<file path="src/logic/dppb_pkg.sv">
// Shared types and constants of the display pipe plane blender
package dppb_pkg;
    localparam int NUM_PLANES = 7;
    localparam int NUM_HDR_PLANES = 3;
    localparam int CHAN_W = 10;
    localparam int WORD_W = 32;
    localparam int FIFO_DEPTH = 16;
    // Memory word layout of a fetched pixel
    localparam int OPAQUE_BIT = 30;
    localparam int REPEAT_BIT = 31;
    localparam int SDR_CHAN_W = 8;
    // Scaler attachment codes: 1..7 pick a plane
    localparam logic [3:0] SCL_OFF = 4'h0;
    localparam logic [3:0] SCL_BLEND = 4'h8;
    localparam logic [CHAN_W-1:0] CHAN_MAX = 10'h3ff;

    typedef struct packed {
        logic [CHAN_W-1:0] r;
        logic [CHAN_W-1:0] g;
        logic [CHAN_W-1:0] b;
    } dppb_pixel_t;

    typedef struct packed {
        logic en;
        logic cc_en;
        logic [CHAN_W-1:0] cc_offset;
    } dppb_cc_t;
endpackage
</file>
<file path="src/logic/dppb_pipe.sv">
// One display pipe: plane fetch conversion, fixed-order blend, scalers, colour correction
`timescale 1ns/100ps
// Function
// Seven planes plus one cursor feed blending
// Fixed order: higher planes over lower
// Cursor always sits above all planes
// Programmable background under the lowest plane
// Planes 1-3 HDR, planes 4-7 SDR
// Two scalers, each on plane or blend
// Planes fetch, convert, optionally correct and scale
// Blend passes colour correction before transcoder
// Compressor, 3D LUT, statistics on first pipe
// Disabled plane contributes nothing to blend

////////////////////////////////////////////////////////////////////////////////
module dppb_fifo #(
    parameter int WIDTH = 30,
    parameter int DEPTH = 16
) (
    input wire logic clk,               // Pixel clock
    input wire logic rst,               // Async reset, high
    input wire logic ce,                // Clock enable
    input wire logic in_valid,          // Write request
    output logic in_ready,              // Room for a word
    input wire logic [WIDTH-1:0] in_data, // Write word
    output logic out_valid,             // Head word present
    input wire logic out_ready,         // Sink takes head
    output logic [WIDTH-1:0] out_data   // Head word
);
    localparam int AW = $clog2(DEPTH);
    logic [WIDTH-1:0] mem_reg [DEPTH];
    logic [AW-1:0] wr_reg, wr_next, rd_reg, rd_next;
    logic [AW:0] cnt_reg, cnt_next;
    logic rdy_reg, rdy_next, val_reg, val_next;
    logic push, pop;

    always_comb begin
        push = ce && in_valid && rdy_reg;
        pop = ce && out_ready && val_reg;
        wr_next = push ? AW'(wr_reg + 1'b1) : wr_reg;
        rd_next = pop ? AW'(rd_reg + 1'b1) : rd_reg;
        cnt_next = (AW+1)'(cnt_reg + (AW+1)'(push) - (AW+1)'(pop));
        rdy_next = cnt_next < (AW+1)'(DEPTH);
        val_next = cnt_next != '0;
    end

    always_ff @(posedge clk or posedge rst) begin
        if (rst) begin
            wr_reg <= '0;
            rd_reg <= '0;
            cnt_reg <= '0;
            rdy_reg <= 1'b1;
            val_reg <= 1'b0;
        end else begin
            wr_reg <= wr_next;
            rd_reg <= rd_next;
            cnt_reg <= cnt_next;
            rdy_reg <= rdy_next;
            val_reg <= val_next;
        end
    end

    // Storage needs no reset; only words below the count are ever shown
    always_ff @(posedge clk) begin
        if (push) begin
            mem_reg[wr_reg] <= in_data;
        end
    end

    assign in_ready = rdy_reg;
    assign out_valid = val_reg;
    assign out_data = mem_reg[rd_reg];
endmodule

////////////////////////////////////////////////////////////////////////////////
module dppb_pipe #(
    parameter bit FIRST_PIPE = 1'b1,
    parameter int FIFO_DEPTH = dppb_pkg::FIFO_DEPTH
) (
    input wire logic REF_CLK,                                   // Pixel clock, 125 MHz
    input wire logic RST,                                       // Async reset, high
    input wire logic CE,                                        // Clock enable
    input wire logic PIX_VALID,                                 // Layer beat offered
    output logic PIX_READY,                                     // Beat can be taken
    input wire logic [dppb_pkg::NUM_PLANES-1:0][31:0] PLANE_WORD, // Fetched plane words
    input wire logic [dppb_pkg::NUM_PLANES-1:0] PLANE_EN,       // Plane enables
    input wire logic [dppb_pkg::NUM_PLANES-1:0] PLANE_CC_EN,    // Plane colour correction
    input wire logic [9:0] PLANE_CC_OFFSET,                     // Plane correction offset
    input wire logic [31:0] CURSOR_WORD,                        // Cursor pixel word
    input wire logic CURSOR_EN,                                 // Cursor enable
    input wire dppb_pkg::dppb_pixel_t BG_COLOR,                 // Background colour
    input wire logic [3:0] SCL0_SEL,                            // Scaler 0 attachment
    input wire logic [3:0] SCL1_SEL,                            // Scaler 1 attachment
    input wire dppb_pkg::dppb_cc_t OUT_CC,                      // Output correction
    input wire logic COMPRESS_EN,                               // Plane 1 decompression
    input wire logic LUT3D_EN,                                  // 3D LUT stage enable
    output logic OUT_VALID,                                     // Pixel to transcoder
    input wire logic OUT_READY,                                 // Transcoder takes pixel
    output dppb_pkg::dppb_pixel_t OUT_PIXEL,                    // Finished pixel
    output logic [9:0] LCS_PEAK                                 // Contrast statistics peak
);
    localparam int NP = dppb_pkg::NUM_PLANES;
    typedef dppb_pkg::dppb_pixel_t px_t;

    function automatic px_t px_add(px_t a, logic [9:0] off);
        logic [10:0] r, g, b;
        r = {1'b0, a.r} + {1'b0, off};
        g = {1'b0, a.g} + {1'b0, off};
        b = {1'b0, a.b} + {1'b0, off};
        return '{r[10] ? dppb_pkg::CHAN_MAX : r[9:0], g[10] ? dppb_pkg::CHAN_MAX : g[9:0],
                 b[10] ? dppb_pkg::CHAN_MAX : b[9:0]};
    endfunction

    // Two-tap horizontal filter; keeps one pixel out per pixel in
    function automatic px_t px_avg(px_t a, px_t c);
        logic [10:0] r, g, b;
        r = {1'b0, a.r} + {1'b0, c.r};
        g = {1'b0, a.g} + {1'b0, c.g};
        b = {1'b0, a.b} + {1'b0, c.b};
        return '{r[10:1], g[10:1], b[10:1]};
    endfunction

    logic adv, fifo_ready;
    assign adv = CE && fifo_ready; // Whole pipe stalls on back-pressure

    ////////////////////////////////////////////////////////////////////////////////
    // Stage 1: per-plane conversion, correction and scaling
    px_t conv [NP];
    px_t l1_reg [NP], l1_next [NP], prev_reg [NP], prev_next [NP];
    logic [NP-1:0] op1_reg, op1_next;
    px_t cur1_reg, cur1_next;
    logic curop1_reg, curop1_next, v1_reg, v1_next;

    genvar p;
    generate
        for (p = 0; p < NP; p++) begin : g_plane
            always_comb begin
                if (p < dppb_pkg::NUM_HDR_PLANES) begin
                    conv[p] = px_t'(PLANE_WORD[p][29:0]);
                end else begin
                    conv[p] = '{{PLANE_WORD[p][23:16], PLANE_WORD[p][23:22]},
                                {PLANE_WORD[p][15:8], PLANE_WORD[p][15:14]},
                                {PLANE_WORD[p][7:0], PLANE_WORD[p][7:6]}};
                end
                // Compressed runs repeat the previous decoded pixel of plane 1
                if (p == 0 && FIRST_PIPE && COMPRESS_EN && PLANE_WORD[p][dppb_pkg::REPEAT_BIT]) begin
                    conv[p] = prev_reg[p];
                end
                l1_next[p] = l1_reg[p];
                prev_next[p] = prev_reg[p];
                op1_next[p] = op1_reg[p];
                if (adv && PIX_VALID) begin
                    prev_next[p] = conv[p];
                    l1_next[p] = PLANE_CC_EN[p] ? px_add(conv[p], PLANE_CC_OFFSET) : conv[p];
                    if (SCL0_SEL == 4'(p + 1) || SCL1_SEL == 4'(p + 1)) begin
                        l1_next[p] = px_avg(l1_next[p], prev_reg[p]);
                    end
                    op1_next[p] = PLANE_EN[p] && PLANE_WORD[p][dppb_pkg::OPAQUE_BIT];
                end
            end
        end
    endgenerate

    always_comb begin
        cur1_next = cur1_reg;
        curop1_next = curop1_reg;
        v1_next = v1_reg;
        if (adv) begin
            v1_next = PIX_VALID;
            if (PIX_VALID) begin
                cur1_next = px_t'(CURSOR_WORD[29:0]);
                curop1_next = CURSOR_EN && CURSOR_WORD[dppb_pkg::OPAQUE_BIT];
            end
        end
    end

    always_ff @(posedge REF_CLK or posedge RST) begin
        if (RST) begin
            for (int i = 0; i < NP; i++) begin
                l1_reg[i] <= '0;
                prev_reg[i] <= '0;
            end
            op1_reg <= '0;
            cur1_reg <= '0;
            curop1_reg <= 1'b0;
            v1_reg <= 1'b0;
        end else begin
            l1_reg <= l1_next;
            prev_reg <= prev_next;
            op1_reg <= op1_next;
            cur1_reg <= cur1_next;
            curop1_reg <= curop1_next;
            v1_reg <= v1_next;
        end
    end

    ////////////////////////////////////////////////////////////////////////////////
    // Stage 2: blend from the background upward, cursor last
    px_t blend_reg, blend_next;
    logic v2_reg, v2_next;

    always_comb begin
        blend_next = blend_reg;
        v2_next = v2_reg;
        if (adv) begin
            v2_next = v1_reg;
            blend_next = BG_COLOR;
            for (int i = 0; i < NP; i++) begin
                if (op1_reg[i]) begin
                    blend_next = l1_reg[i];
                end
            end
            if (curop1_reg) begin
                blend_next = cur1_reg;
            end
        end
    end

    always_ff @(posedge REF_CLK or posedge RST) begin
        if (RST) begin
            blend_reg <= '0;
            v2_reg <= 1'b0;
        end else begin
            blend_reg <= blend_next;
            v2_reg <= v2_next;
        end
    end

    ////////////////////////////////////////////////////////////////////////////////
    // Stage 3: output scaler, colour correction, 3D LUT, statistics
    px_t post_reg, post_next, pout_reg, pout_next, t;
    logic v3_reg, v3_next;
    logic [9:0] lcs_reg, lcs_next;

    always_comb begin
        post_next = post_reg;
        pout_next = pout_reg;
        v3_next = v3_reg;
        lcs_next = lcs_reg;
        t = blend_reg;
        if (SCL0_SEL == dppb_pkg::SCL_BLEND || SCL1_SEL == dppb_pkg::SCL_BLEND) begin
            t = px_avg(blend_reg, pout_reg);
        end
        if (OUT_CC.en && OUT_CC.cc_en) begin
            t = px_add(t, OUT_CC.cc_offset);
        end
        // Inverting stand-in for the 3D LUT; absent from later pipes
        if (FIRST_PIPE && LUT3D_EN) begin
            t = ~t;
        end
        if (adv) begin
            v3_next = v2_reg;
            if (v2_reg) begin
                pout_next = blend_reg;
                post_next = t;
                if (FIRST_PIPE && t.g > lcs_reg) begin
                    lcs_next = t.g;
                end
            end
        end
    end

    always_ff @(posedge REF_CLK or posedge RST) begin
        if (RST) begin
            post_reg <= '0;
            pout_reg <= '0;
            v3_reg <= 1'b0;
            lcs_reg <= '0;
        end else begin
            post_reg <= post_next;
            pout_reg <= pout_next;
            v3_reg <= v3_next;
            lcs_reg <= lcs_next;
        end
    end

    assign LCS_PEAK = lcs_reg;

    dppb_fifo #(.WIDTH($bits(px_t)), .DEPTH(FIFO_DEPTH)) u_fifo (
        .clk(REF_CLK),
        .rst(RST),
        .ce(CE),
        .in_valid(v3_reg && fifo_ready),
        .in_ready(fifo_ready),
        .in_data(post_reg),
        .out_valid(OUT_VALID),
        .out_ready(OUT_READY),
        .out_data(OUT_PIXEL)
    );
    assign PIX_READY = fifo_ready;

    ////////////////////////////////////////////////////////////////////////////////
    property p_cursor_top;
        @(posedge REF_CLK) disable iff (RST)
        adv && curop1_reg |=> blend_reg == $past(cur1_reg);
    endproperty
    a_cursor_top: assert property (p_cursor_top) else $error("cursor not on top");

    property p_background;
        @(posedge REF_CLK) disable iff (RST)
        adv && !curop1_reg && op1_reg == '0 |=> blend_reg == $past(BG_COLOR);
    endproperty
    a_background: assert property (p_background) else $error("background lost");

    property p_top_plane;
        @(posedge REF_CLK) disable iff (RST)
        adv && !curop1_reg && op1_reg[NP-1] |=> blend_reg == $past(l1_reg[NP-1]);
    endproperty
    a_top_plane: assert property (p_top_plane) else $error("stack order wrong");

    property p_disabled;
        @(posedge REF_CLK) disable iff (RST)
        adv && PIX_VALID && !PLANE_EN[0] |=> !op1_reg[0];
    endproperty
    a_disabled: assert property (p_disabled) else $error("disabled plane shown");

    property p_sdr_expand;
        @(posedge REF_CLK) disable iff (RST)
        adv && PIX_VALID && !PLANE_CC_EN[3] && SCL0_SEL != 4'h4 && SCL1_SEL != 4'h4
            |=> l1_reg[3].r[1:0] == l1_reg[3].r[9:8];
    endproperty
    a_sdr_expand: assert property (p_sdr_expand) else $error("SDR expansion wrong");

    property p_pass_post;
        @(posedge REF_CLK) disable iff (RST)
        adv && v2_reg && !OUT_CC.en && !LUT3D_EN && SCL0_SEL != dppb_pkg::SCL_BLEND
            && SCL1_SEL != dppb_pkg::SCL_BLEND |=> post_reg == $past(blend_reg) && v3_reg;
    endproperty
    a_pass_post: assert property (p_pass_post) else $error("post path altered pixel");

    property p_out_scale;
        @(posedge REF_CLK) disable iff (RST)
        adv && v2_reg && SCL0_SEL == dppb_pkg::SCL_BLEND && !OUT_CC.en && !LUT3D_EN
            |=> post_reg.g == 10'(({1'b0, $past(blend_reg.g)} + {1'b0, $past(pout_reg.g)}) >> 1);
    endproperty
    a_out_scale: assert property (p_out_scale) else $error("output scaler wrong");

    property p_first_only;
        @(posedge REF_CLK) disable iff (RST)
        !FIRST_PIPE |-> lcs_reg == '0;
    endproperty
    a_first_only: assert property (p_first_only) else $error("statistics on later pipe");

    property p_plane_cc;
        @(posedge REF_CLK) disable iff (RST)
        adv && PIX_VALID && PLANE_CC_EN[0] && !COMPRESS_EN && SCL0_SEL == dppb_pkg::SCL_OFF
            && SCL1_SEL == dppb_pkg::SCL_OFF |=> l1_reg[0].b >= $past(PLANE_WORD[0][9:0]);
    endproperty
    a_plane_cc: assert property (p_plane_cc) else $error("plane correction lost");
endmodule

</file>
<file path="config.mk">
export PLATFORM = sky130hd
export DESIGN_NAME = dppb_pipe
export DESIGN_NICKNAME = d
export VERILOG_FILES = /design/src/logic/dppb_pkg.sv /design/src/logic/dppb_pipe.sv
export SDC_FILE = /design/constraint.sdc
export NUM_CORES = 2
export LEC_CHECK = 0
export BUFFER_PORTS_ARGS = -buffer_cell sky130_fd_sc_hd__buf_2
export CORE_AREA = 2 2 333 335
export CTS_CLUSTER_DIAMETER = 150
export DETAILED_ROUTE_END_ITERATION = 8
export DIE_AREA = 0 0 335 337
export GPL_ROUTABILITY_DRIVEN = 0
export PLACE_DENSITY = 0.88
export SLEW_MARGIN = 20
export SYNTH_ARGS = -nofsm -noshare
export SYNTH_HDL_FRONTEND = slang
export SYNTH_SLANG_ARGS = --single-unit
</file>
<file path="constraint.sdc">
create_clock -name REF_CLK -period 19.1 [get_ports REF_CLK]
set_input_delay 1.91 -clock REF_CLK [delete_from_list [all_inputs] [get_ports REF_CLK]]
set_output_delay 1.91 -clock REF_CLK [all_outputs]
set_load 0.01 [all_outputs]
</file>
==> impl_metrics.py <==
metrics = {
    "placed_design": {
        "buffer_ports.inserted": 348,
        "detailed_place.area_um2": 68200,
        "placed_cells_incl_taps": 8054,
        "dp_hpwl_mm": 140,
        "post-place-ws_ns": 11.22,
    },
    "global_routing": {
        "first_pass_grt_wire_length_mm": 312,
        "global_route_overflow": 0,
        "groute.usage.overall_pct": 36.1,
        "first_global_vias": 53524,
        "initial_antenna_violation_count": 46,
        "pin_count_of_the_biggest_net_entering_global_routing": 176,
    },
    "floorplan": {
        "floorplan.die.width_um": 335,
        "std_cell_rows": 122,
        "design.die.area_um2": 113000,
        "pin_count": 380,
        "die_h_um": 337,
        "initial_core_util_pct": 59.3,
        "core_region_area_um2": 110000,
    },
    "yosys": {
        "syn_nets": 7326,
        "synth_sequential_area_ratio_pct": 43.4,
        "postSynthRegisterBits": 1032,
        "syn_avg_cell_area_um2": 10.1,
        "synth_top_flop_cell": "sky130_fd_sc_hd__dfrtp_1",
        "synth_enable_flop_cells": 480,
        "synthesis.area_um2": 65000,
        "syn-instance-count": 6463,
        "yosysUniqueCellTypes": 78,
        "ys_warn_count": 0,
        "synthArstFlopShare_pct": 53.5,
    },
    "drt": {
        "starting_drt_drc_count": 6248,
        "final_wirelength_mm": 207,
        "route.detailed.vias_per_inst": 6.61,
        "post_drt_wl_per_cell_um": 25.0,
        "drtAntennaViolNets": 0,
        "drc": 0,
        "via_count": 54684,
        "first_pass_iters": 6,
    },
    "worst_hold_path": {
        "end_of_the_worst_hold_path": "v2_reg",
        "worst_hold_startpoint": "v1_reg",
        "timing.hold.worst.class": "flip-flop to flip-flop",
        "hold_path_depth": 2,
    },
    "final_layout": {
        "layout.area.seq_um2": 28200,
        "most_common_library_cell_in_the_layout_ignoring_fill_and_taps": "sky130_fd_sc_hd__nand2_1",
        "layout.cells.most_common_list": "sky130_fd_sc_hd__nand2_1 (1016), sky130_fd_sc_hd__dfrtp_1 (546), sky130_fd_sc_hd__o21ai_0 (480), sky130_fd_sc_hd__edfxtp_1 (480), sky130_fd_sc_hd__ha_1 (476)",
        "syn2layout_area_growth_pct": 10.6,
        "number_of_nets_in_the_layout": 7600,
        "multi_input_area_um2": 34800,
        "drive_gt1_share_pct": 12.8,
        "max_reg_flops": 480,
        "post_layout_inst_area_um2": 71900,
        "finish.cell_count_without_fillers": 8278,
        "nFillCells": 8074,
    },
    "clock_tree": {
        "number_of_levels_the_h_tree_was_split_into": 3,
        "path_clk_slew_ns": 0.06,
        "root_buffer": "sky130_fd_sc_hd__clkbuf_16",
        "tritoncts": "yes",
        "clk_latency_ns": 0.74,
        "post-cts-setup-buffers": 0,
        "cts.sinks": 1032,
        "post_cts_hold_buffer_count": 0,
        "post_cts.resized_instances": 0,
        "cts_made_buffers": 107,
        "clock_tree.buffer_depth": 3,
    },
    "sta": {
        "rsz0062_at_grt": "no",
        "slew_violations": 0,
        "timing.final.ws_setup_ns": 11.80,
        "highest_clock_rate_mhz": 137,
        "slew_headroom_pct": 16.9,
        "setup_total_neg_slack_ns": 0,
        "fin_crit_ns": 7.30,
        "largest_clock_skew_in_the_final_design_ns": 0.0762,
        "hold_viol_final": 0,
        "fin_crit_sh_pct": 38.2,
        "finalSetupViolations": 0,
        "worst-slew-pin-transition_ns": 1.25,
    },
    "setup_path": {
        "cp-end-kind": "flip-flop",
        "worst_r2r_startpoint": "blend_reg[11]",
        "worst-endpoint-arrival_ns": 7.91,
        "rr_endpoint": "LCS_PEAK[1]",
        "critical_path.startpoint_type": "input pin",
        "ff2ff_setup_slack_ns": 12.62,
        "crit_required_ns": 19.71,
        "path_depth_of_the_worst_reg2reg_path": 23,
        "path_max_fanout": 29,
        "worst-setup-path-type": "input pin to flip-flop",
    },
    "power_and_ir_drop": {
        "total_power_divided_by_cell_area_nw_per_um2": 156,
        "pwr_total_mw": 11.2,
        "static-leakage-power_nw": 30.3,
        "vdd.ir_drop.worst_mv": 0.106,
    },
    "outcome": {
        "status": "finished clean",
    },
    "flow_run": {
        "drv.max_cap_violation_count": 0,
    },
}
-- metal layers --
metal	vias up	routed length [um]	global-route usage, %
met4	46	16100	24.4
met3	967	23400	9.46
li1	24166	-	-
met5	-	297	0
met1	26134	73500	43.4
met2	3371	93900	57.3
-- worst max-delay path, cell delays in order --
cell,delay [ns]
sky130_fd_sc_hd__buf_2,0.13
sky130_fd_sc_hd__nor2_1,0.23
sky130_fd_sc_hd__nand3b_1,0.20
sky130_fd_sc_hd__o41a_1,0.16
sky130_fd_sc_hd__buf_4,0.24
sky130_fd_sc_hd__nand2_1,0.12
sky130_fd_sc_hd__nand2_1,0.11
sky130_fd_sc_hd__ha_1,0.23
sky130_fd_sc_hd__fa_1,0.43
sky130_fd_sc_hd__a21o_1,0.20
sky130_fd_sc_hd__a21oi_2,0.19
sky130_fd_sc_hd__o21bai_1,0.12
sky130_fd_sc_hd__a2111o_1,0.48
sky130_fd_sc_hd__a31oi_1,0.28
sky130_fd_sc_hd__o21ai_2,0.19
sky130_fd_sc_hd__o22ai_1,0.19
sky130_fd_sc_hd__xor2_1,0.36
sky130_fd_sc_hd__inv_1,0.10
sky130_fd_sc_hd__ha_1,0.30
sky130_fd_sc_hd__and4_1,0.20
sky130_fd_sc_hd__and3_1,0.18
sky130_fd_sc_hd__a31o_2,0.24
sky130_fd_sc_hd__a31oi_1,0.47
sky130_fd_sc_hd__buf_4,0.27
sky130_fd_sc_hd__mux2_2,0.34
-- layout make-up --
cell class              instances  area share (%)
diodes                         25          0.0870
clock buffers                 148            4.15
clock inverters                51           0.924
inverters                     278            1.46
multi-input cells            4897            48.4
flip-flops and latches       1032            39.3
well taps                    1426            2.48
repair buffers                421            3.24
-- through the flow --
stage               utilization [%]  hold WS [ns]
global route                   65.6         0.492
finish                         65.6         0.451
detailed placement             62.3         0.453
floorplan                         -         0.437
global placement               62.3         0.448
CTS                            65.6         0.470
-- report_power, final --
| part | switching [mW] | internal (mW) |
|---|---|---|
| registers | 0.674 | 3.05 |
| clock network | 0.959 | 1.23 |
| logic | 3.07 | 2.22 |
-- synthesized netlist by cell type, drive strengths merged, types with 100 or more instances --
| cell | count | area share [%] |
|---|---|---|
| a21oi | 461 | 3.6 |
| nor2 | 469 | 2.7 |
| inv | 277 | 1.6 |
| a21o | 100 | 1.2 |
| clkbuf | 217 | 1.3 |
| nand2 | 1018 | 5.9 |
| dfrtp | 551 | 21 |
| o21ai | 492 | 3.8 |
| a31oi | 111 | 1.1 |
| ha | 476 | 9.2 |
| xnor2 | 211 | 2.8 |
| xor2 | 136 | 1.8 |
| mux4 | 150 | 5.2 |
| o22a | 122 | 1.6 |
| edfxtp | 480 | 22 |
| nor3 | 103 | 0.79 |
| mux2i | 148 | 2.3 |
-- worst max path at each step --
stage | startpoint | end | slack [ns]
after floorplan | RST | LCS_PEAK[0] | 1.76
after global placement | SCL1_SEL[1] | LCS_PEAK[1] | 11.38
after detailed placement | SCL1_SEL[1] | LCS_PEAK[1] | 11.22
after CTS | SCL1_SEL[1] | LCS_PEAK[1] | 11.94
after global routing | SCL1_SEL[1] | LCS_PEAK[1] | 11.60
final | SCL1_SEL[1] | LCS_PEAK[1] | 11.80
-- cell families after synthesis --
group                    after synthesis  share of synthesized area, %
AND/OR/NAND/NOR                     1958                          13.0
AO/OA/AOI/OAI                       1695                          16.4
flip-flops                          1032                          43.4
buffers and inverters                534                          3.11
adder cells (fa/ha/maj)              525                          10.7
multiplexers                         372                          8.75
XOR/XNOR                             347                          4.67
(Power assumes the default switching activity.)
